<file path="src/logic/clock_controller_defs.svh">
`ifndef CLOCK_CONTROLLER_DEFS_SVH
`define CLOCK_CONTROLLER_DEFS_SVH

// ******************************
// Register indices (byte address is four times the index)
// ******************************
`define IDX_CTRL_A 6'h00
`define IDX_PRESCALE 6'h01
`define IDX_LOCK 6'h02
`define IDX_STATUS 6'h03
`define IDX_FAST_CTRL 6'h10
`define IDX_CAL_A 6'h11
`define IDX_CAL_B 6'h12
`define IDX_SLOW_CTRL 6'h18
`define IDX_XTAL_CTRL 6'h1C
`define IDX_PROTECT 6'h20

// ******************************
// Reset values, key and timing
// ******************************
`define CTRL_A_RESET 3'b000
`define PRESCALE_RESET 5'b1_0001
`define UNLOCK_KEY 8'hD8
`define UNLOCK_ACCESSES 3'h4
`define SRC_FAST 2'h0
`define SRC_SLOW 2'h1
`define SRC_XTAL 2'h2
`define SRC_EXT 2'h3
`endif

</file>
<file path="src/logic/clock_controller_pkg.sv">
package clock_controller_pkg;
    typedef enum logic [1:0] {SW_RUN = 2'b00, SW_WAIT = 2'b01} switch_state_t;
    typedef struct packed {
        logic clk_out_en;
        logic [1:0] source;
    } main_ctrl_t;
    typedef struct packed {
        logic [3:0] divide;
        logic enable;
    } prescale_t;
    typedef struct packed {
        logic [1:0] startup;
        logic sel;
        logic run_standby;
        logic enable;
    } xtal_ctrl_t;
    typedef struct packed {
        logic cyc;
        logic stb;
        logic we;
        logic [3:0] sel;
        logic [7:0] adr;
        logic [31:0] dat;
    } wb_req_t;
endpackage

</file>
<file path="src/logic/main_clock_unit.sv">
`timescale 1ns/1ns
`include "clock_controller_defs.svh"
module main_clock_unit
(
    // Clock and reset
    input wire logic clock_i,
    input wire logic rst_i,
    // Wishbone slave
    input clock_controller_pkg::wb_req_t wb_req_i,
    output logic [31:0] wb_dat_o,
    output logic wb_ack_o,
    // Oscillator pins: 0 fast RC, 1 low-power RC, 2 crystal, 3 external
    input wire logic [3:0] source_tick_i,
    input wire logic [3:0] source_stable_i,
    output logic [3:0] source_run_o,
    // Calibration fuses, caught during reset
    input wire logic [5:0] cal_a_fuse_i,
    input wire logic [3:0] cal_b_fuse_i,
    input wire logic cal_fuse_lock_i,
    // System side
    input wire logic [3:0] peripheral_request_i,
    input wire logic sleep_i,
    input wire logic sysclk_in_use_i,
    output logic main_clock_en_o,
    output logic periph_clock_en_o,
    output logic clock_out_o
);
    import clock_controller_pkg::*;

    // ******************************
    // Declarations
    // ******************************
    logic [3:0] tick_sync_a;
    logic [3:0] tick_sync_b;
    logic [3:0] tick_prev;
    logic [3:0] stable_sync_a;
    logic [3:0] stable_sync;
    logic [3:0] tick_rise;
    main_ctrl_t ctrl_a;
    prescale_t prescale;
    logic locked;
    logic fast_run_standby;
    logic slow_run_standby;
    logic [5:0] cal_a;
    logic [3:0] cal_b;
    logic cal_fuse_lock;
    xtal_ctrl_t xtal;
    logic [2:0] window;
    logic ack_q;
    logic [1:0] active;
    switch_state_t state;
    switch_state_t next_state;
    logic [6:0] div_count;
    logic periph_level;

    function automatic logic [6:0] divide_m1(input logic [3:0] code);
        case (code)
            4'h0: divide_m1 = 7'h01;
            4'h1: divide_m1 = 7'h03;
            4'h2: divide_m1 = 7'h07;
            4'h3: divide_m1 = 7'h0F;
            4'h4: divide_m1 = 7'h1F;
            4'h5: divide_m1 = 7'h3F;
            4'h8: divide_m1 = 7'h05;
            4'h9: divide_m1 = 7'h09;
            4'hA: divide_m1 = 7'h0B;
            4'hB: divide_m1 = 7'h17;
            4'hC: divide_m1 = 7'h2F;
            // Reserved codes fall back to divide by two
            default: divide_m1 = 7'h01;
        endcase
    endfunction

    // ******************************
    // Pin synchronisers
    // ******************************
    genvar gi;
    generate
        for (gi = 0; gi < 4; gi++)
        begin : g_sync
            always_ff @(posedge clock_i)
            begin
                tick_sync_a[gi] <= source_tick_i[gi];
                tick_sync_b[gi] <= tick_sync_a[gi];
                tick_prev[gi] <= tick_sync_b[gi];
                stable_sync_a[gi] <= source_stable_i[gi];
                stable_sync[gi] <= stable_sync_a[gi];
            end
        end
    endgenerate
    assign tick_rise = tick_sync_b & ~tick_prev;

    // ******************************
    // Bus decode
    // ******************************
    wire [5:0] index = wb_req_i.adr[7:2];
    wire [7:0] wdata = wb_req_i.dat[7:0];
    wire bus_req = wb_req_i.cyc & wb_req_i.stb;
    wire wr_fire = ack_q & bus_req & wb_req_i.we & wb_req_i.sel[0];
    wire unlocked = (window != 3'h0);
    wire prot_wr = wr_fire & unlocked;
    wire key_wr = wr_fire & (index == `IDX_PROTECT) & (wdata == `UNLOCK_KEY);
    wire main_wr_ok = prot_wr & ~locked;
    wire wr_ctrl_a = main_wr_ok & (index == `IDX_CTRL_A);
    wire wr_prescale = main_wr_ok & (index == `IDX_PRESCALE);
    wire wr_lock = main_wr_ok & (index == `IDX_LOCK);
    wire cal_locked = cal_fuse_lock | (locked & (active == `SRC_FAST));
    wire wr_cal_a = prot_wr & ~cal_locked & (index == `IDX_CAL_A);
    wire wr_cal_b = prot_wr & ~cal_locked & (index == `IDX_CAL_B);
    wire wr_fast = prot_wr & (index == `IDX_FAST_CTRL);
    wire wr_slow = prot_wr & (index == `IDX_SLOW_CTRL);
    wire wr_xtal = prot_wr & (index == `IDX_XTAL_CTRL);

    // ******************************
    // Source request and status
    // ******************************
    wire pending = (state == SW_WAIT);
    wire [3:0] active_hot = 4'h1 << active;
    wire [3:0] target_hot = 4'h1 << ctrl_a.source;
    wire [3:0] used = peripheral_request_i | active_hot | (pending ? target_hot : 4'h0);
    wire [3:0] requested = {used[3], used[2] & xtal.enable, used[1:0]};
    wire [3:0] src_status = stable_sync & requested;
    wire [7:0] status = {src_status[3], src_status[2], src_status[1], src_status[0],
                         3'b000, pending};
    wire xtal_frozen = xtal.enable | src_status[2];
    assign source_run_o = requested |
        {1'b0, xtal.run_standby & xtal.enable, slow_run_standby, fast_run_standby};

    // ******************************
    // Read mux
    // ******************************
    logic [7:0] read_value;
    always_comb
    begin
        read_value = 8'h00;
        case (index)
            `IDX_CTRL_A: read_value = {ctrl_a.clk_out_en, 5'b0_0000, ctrl_a.source};
            `IDX_PRESCALE: read_value = {3'b000, prescale.divide, prescale.enable};
            // The lock register always answers zero, locked or not
            `IDX_LOCK: read_value = 8'h00;
            `IDX_STATUS: read_value = status;
            `IDX_FAST_CTRL: read_value = {6'b00_0000, fast_run_standby, 1'b0};
            `IDX_CAL_A: read_value = {2'b00, cal_a};
            `IDX_CAL_B: read_value = {cal_fuse_lock, 3'b000, cal_b};
            `IDX_SLOW_CTRL: read_value = {6'b00_0000, slow_run_standby, 1'b0};
            `IDX_XTAL_CTRL: read_value = {2'b00, xtal.startup, 1'b0, xtal.sel,
                                          xtal.run_standby, xtal.enable};
            default: read_value = 8'h00;
        endcase
    end

    // ******************************
    // Bus slave
    // ******************************
    always_ff @(posedge clock_i)
    begin
        if (rst_i)
        begin
            ack_q <= 1'b0;
            wb_dat_o <= 32'h0000_0000;
        end
        else
        begin
            ack_q <= bus_req & ~ack_q;
            if (bus_req & ~ack_q)
                wb_dat_o <= {24'h00_0000, read_value};
        end
    end
    assign wb_ack_o = ack_q;

    // Window counts completed bus accesses after the key
    always_ff @(posedge clock_i)
    begin
        if (rst_i)
            window <= 3'h0;
        else if (key_wr)
            window <= `UNLOCK_ACCESSES;
        else if (ack_q & unlocked)
            window <= window - 3'h1;
    end

    // ******************************
    // Registers
    // ******************************
    always_ff @(posedge clock_i)
    begin
        if (rst_i)
        begin
            ctrl_a <= `CTRL_A_RESET;
            prescale <= `PRESCALE_RESET;
            locked <= 1'b0;
            fast_run_standby <= 1'b0;
            slow_run_standby <= 1'b0;
            xtal <= '0;
            cal_a <= cal_a_fuse_i;
            cal_b <= cal_b_fuse_i;
            cal_fuse_lock <= cal_fuse_lock_i;
        end
        else
        begin
            if (wr_ctrl_a)
                ctrl_a <= {wdata[7], wdata[1:0]};
            if (wr_prescale)
                prescale <= wdata[4:0];
            if (wr_lock & wdata[0])
                locked <= 1'b1;
            if (wr_fast)
                fast_run_standby <= wdata[1];
            if (wr_slow)
                slow_run_standby <= wdata[1];
            if (wr_cal_a)
                cal_a <= wdata[5:0];
            if (wr_cal_b)
                cal_b <= wdata[3:0];
            if (wr_xtal)
            begin
                xtal.run_standby <= wdata[1];
                xtal.enable <= wdata[0];
                // Mode and start-up fields move only with the crystal idle
                if (!xtal_frozen)
                begin
                    xtal.startup <= wdata[5:4];
                    xtal.sel <= wdata[2];
                end
            end
        end
    end

    // ******************************
    // Source switch
    // ******************************
    always_comb
    begin
        next_state = state;
        case (state)
            SW_RUN: if (ctrl_a.source != active) next_state = SW_WAIT;
            SW_WAIT: if (stable_sync[ctrl_a.source]) next_state = SW_RUN;
            default: next_state = SW_RUN;
        endcase
    end

    always_ff @(posedge clock_i)
    begin
        if (rst_i)
        begin
            state <= SW_RUN;
            active <= `SRC_FAST;
        end
        else
        begin
            state <= next_state;
            if (state == SW_WAIT && stable_sync[ctrl_a.source])
                active <= ctrl_a.source;
        end
    end

    // ******************************
    // Prescaler and clock output
    // ******************************
    wire main_tick = tick_rise[active];
    wire [6:0] ratio_m1 = divide_m1(prescale.divide);
    wire div_wrap = (div_count >= ratio_m1);
    wire periph_tick = prescale.enable ? (main_tick & div_wrap) : main_tick;
    wire out_allowed = ctrl_a.clk_out_en & (~sleep_i | sysclk_in_use_i);

    always_ff @(posedge clock_i)
    begin
        if (rst_i)
        begin
            div_count <= 7'h00;
            periph_level <= 1'b0;
            main_clock_en_o <= 1'b0;
            periph_clock_en_o <= 1'b0;
            clock_out_o <= 1'b0;
        end
        else
        begin
            // Held at zero in bypass so the first divided period is a full one
            if (main_tick)
                div_count <= (div_wrap | ~prescale.enable) ? 7'h00 : div_count + 7'h01;
            if (periph_tick)
                periph_level <= ~periph_level;
            main_clock_en_o <= main_tick;
            periph_clock_en_o <= periph_tick;
            clock_out_o <= out_allowed & periph_level;
        end
    end

    // Main ticks since the last peripheral tick, kept apart from the divider
    logic [6:0] since_tick;
    always_ff @(posedge clock_i)
    begin
        if (rst_i | periph_tick)
            since_tick <= 7'h00;
        else if (main_tick)
            since_tick <= since_tick + 7'h01;
    end
endmodule

</file>
<file path="config.mk">
export PLATFORM = sky130hd
export DESIGN_NAME = main_clock_unit
export DESIGN_NICKNAME = d
export VERILOG_FILES = /design/src/logic/clock_controller_pkg.sv /design/src/logic/main_clock_unit.sv
export VERILOG_INCLUDE_DIRS = /design/src /design/src/logic
export SDC_FILE = /design/constraint.sdc
export NUM_CORES = 1
export LEC_CHECK = 0
export BUFFER_PORTS_ARGS = -buffer_cell sky130_fd_sc_hd__buf_2
export CORE_AREA = 5 5 128 130
export DETAILED_ROUTE_END_ITERATION = 12
export DIE_AREA = 0 0 133 135
export PLACE_DENSITY_LB_ADDON = 0.08
export SYNTH_ARGS = -nofsm -noshare
export SYNTH_HDL_FRONTEND = slang
export SYNTH_SLANG_ARGS = --single-unit
export TNS_END_PERCENT = 20
</file>
<file path="constraint.sdc">
create_clock -name clock_i -period 2.45 [get_ports clock_i]
set_input_delay 0.1225 -clock clock_i [delete_from_list [all_inputs] [get_ports clock_i]]
set_output_delay 0.1225 -clock clock_i [all_outputs]
set_load 0.005 [all_outputs]
</file>
==> metrics <==
R2R setup slack=0.13 ns; HPWL Detailed=7850 um; DR vias=2944; Syn Std Cell Area=3710 sq um; largest net degree at the start of global routing=26; total grt overflow=0; Max Slew Vio Count=0; dpl ws=0.0645 ns; internal power=2.29 mW; Clock Root Buffer=clkbuf_16; Final Setup Violations=0; effective utilization at floorplan=24.7%; H-tree level count=3; Pleak=1.92 nW; Startpoint Class=flop; routed vias/inst=4.39; status=finished clean; Comb pwr share=6.7%; Critical path buffers and inverters=3; Power Total=2.93 mW; core area=15000 sq um; CP required=2.69 ns; row count=45; Worst Hold Class=in2reg; Post-DP Area=4220 sq um; final worst slack=0.129 ns; global-route wire length before repair=16000 um; num ports=114; Die ar.=18000 sq um; Finished Cell Area=4620 sq um; largest area contributor in the netlist=dfxtp_1; die width=133 um; Clock Pin Slew Worst Setup and Hold Paths=0.06 ns; PD cells=635 nW/um^2; Diodes inserted=0; CTS Buf Count=9; routing usage on met2=17.9%; most common cell after layout, fill and taps aside=dfxtp_1; top_reg_cell synth=dfxtp_1; drt pass-1 iters=4; Rel. slew slack=51.3%; number of remaining DRC errors=0; Post-synth EDFFs=11; Synth Area per Inst=9.31 sq um; port bufs=60; sequential power share=46.5%; origin of the worst setup path=window[0]; maxcap violations=0; maximum root-to-sink buffer count=2; Initial DRC Count=165; Syn Inst Count=398; Final min period=2.32 ns; Final ANT Viol Nets=0; R2R Path Start=window[0]; r2r endpoint=ratio_m1[1]; Area Overhead vs Synth=24.6%; vias in the first global route=2949; Setup crit end kind=flop; routed len/inst=15.4 um; sw frac=21.8%; cells along the critical path=inv_1 > ha_1 > nor2b_1 > nor4b_4 > buf_4 > mux2_2 > inv_1 > mux2i_1 > a221oi_2; Crit Path Max Fanout=7; Vert. Die Dim=135 um; Slowest Stage Delay on Critical Path=0.42 ns; synth unique cells=59; Num Clock Sinks=78; M1 GR Usage=15.9%; FMAX=0.431 GHz; most used cell along the critical path=inv_1; kind of critical path=reg2reg; Post-Route Setup TNS=0 ns; Top Family by Delay on Critical Path=multiplexers; Clk Latency, worst-skew pair=0.33 ns; RSZ-0062 raised after global routing=false; Clock power frac=46.8%; Async SR Flop Fraction=0%; met3 Track Usage GR=2.53%; All-Layer GR Usage=11.6%; nets=567; Critical Path End=ratio_m1[1]; period utilization=94.7%; worst path arrival time=2.56 ns; Reg2Reg Depth=9; final hold violations=0; share of cells above drive strength 1=23.4%; CP max-delay cell=mux2_2; RePlAce Congestion=0.740; top cell type's share of synthesized area=36.2%; Routed Wire Length=10300 um; actual slew at the worst max-slew pin=0.727 ns; Critical Path Stages=9; yosys warns=0; synth top area cells=dfxtp_1 (36%), edfxtp_1 (8.9%), mux2i_1 (5.9%); Psw=0.638 mW; commonest non-fill, non-tap cells in the layout=dfxtp_1 (67), buf_2 (60), nor2_1 (47); Clock Skew=0.00581 ns; CTS tree=built; initial antenna violation count=0; layer with the highest usage=met2; number of synthesized register bits=78; fraction of the yosys area taken by sequential cells=45.1%; Max VDD drop=306 uV
[area by class of cell]
cell class	instances	area (sq um)
inverters	19	71.3
clock inverters	3	41.3
repair buffers	87	526
multi-input cells	285	1810
flip-flops and latches	78	1670
well taps	188	235
clock buffers	11	264
fillers	1592	10400
[metal layers]
layer	vias to the layer above	wire length, um
met5	-	0
met2	64	4610
met1	1365	5250
met3	6	381
li1	1509	-
met4	0	93
[worst min-delay path by stage]
stage	from	to	slack, ns	cells after the start
global placement	source_tick_i[1]	tick_sync_a[1]	0.22	1
floorplan	source_stable_i[0]	stable_sync_a[0]	0.15	0
finish	cal_b_fuse_i[1]	cal_b[1]	0.07	3
detailed placement	source_tick_i[2]	tick_sync_a[2]	0.23	1
global route	cal_b_fuse_i[1]	cal_b[1]	0.08	3
CTS	sleep_i	clock_out_o	0.05	3
[Yosys cell counts (2+ instances only)]
cell	number
or2_2	4
xnor2_1	2
nor4b_1	3
nand4_1	2
nor3_1	9
buf_2	3
a22o_1	2
xor2_1	2
ha_1	13
nand3_1	8
a22oi_1	5
a21o_1	4
a21oi_1	17
and2_1	2
mux2i_1	22
nor3b_1	4
nand2b_1	11
nor2b_1	4
o21ai_0	7
a211oi_1	6
buf_4	24
a221oi_1	3
and3_1	2
nand3b_1	6
mux2_2	7
nand2_1	39
edfxtp_1	11
dfxtp_1	67
o22ai_1	2
clkbuf_1	7
inv_1	19
a31oi_1	5
buf_1	4
nor2_1	47
[registers in the layout, summed over array words and instances, names as in the netlist, 2 cells and up]
name / cells
tick_prev: 4
active: 2
cal_b: 4
window: 3
ratio_m1: 5
div_count: 7
prescale: 5
xtal: 5
stable_sync: 4
tick_sync_a: 4
tick_sync_b: 4
wb_dat_o: 8
ctrl_a: 3
cal_a: 6
stable_sync_a: 4
[worst register-to-register path, cell delays in order (launching register included)]
cell      delay (ns)
dfxtp_1         0.34
inv_1           0.07
ha_1            0.19
nor2b_1         0.17
nor4b_4         0.35
buf_4           0.23
mux2_2          0.42
inv_1           0.16
mux2i_1         0.11
a221oi_2        0.21
[stage by stage]
stage	util, %	std cells	hold slack (ns)
6_report	30.7	671	0.0728
5_1_grt	30.7	671	0.0803
4_1_cts	30.7	671	0.0549
3_5_place_dp	28.0	648	0.226
3_3_place_gp	28.0	648	0.225
2_1_floorplan	-	421	0.150
[timing repair]
item                                    CTS  global route
hold endpoints to repair                  9             0
buffers inserted                          0             0
gates resized for setup                   0             2
endpoints found under the setup margin    0             2
hold buffers                              9             0
[cell families (layout without fill, tap and decap cells)]
group	Yosys count	count (layout)	share of synthesized area [%]
compound gates	62	62	11.4
xor+xnor	4	4	0.945
fa+ha+maj	13	13	4.39
buf+inv	58	120	8.61
flops	78	78	45.1
mux	30	30	8.67
other cells	1	24	0.101
simple gates	152	152	20.8
[power groups by stage]
| stage | logic, mW | registers (mW) | clock network [mW] |
|---|---|---|---|
| final | 0.198 | 1.36 | 1.37 |
| after CTS | 0.201 | 1.36 | 1.43 |
| after global routing | 0.222 | 1.37 | 1.48 |
| after global placement | 0.189 | 1.39 | 0 |
| after floorplan | 0.124 | 1.38 | 0 |
| after detailed placement | 0.189 | 1.39 | 0 |
Power figures use the tool's default switching activity.
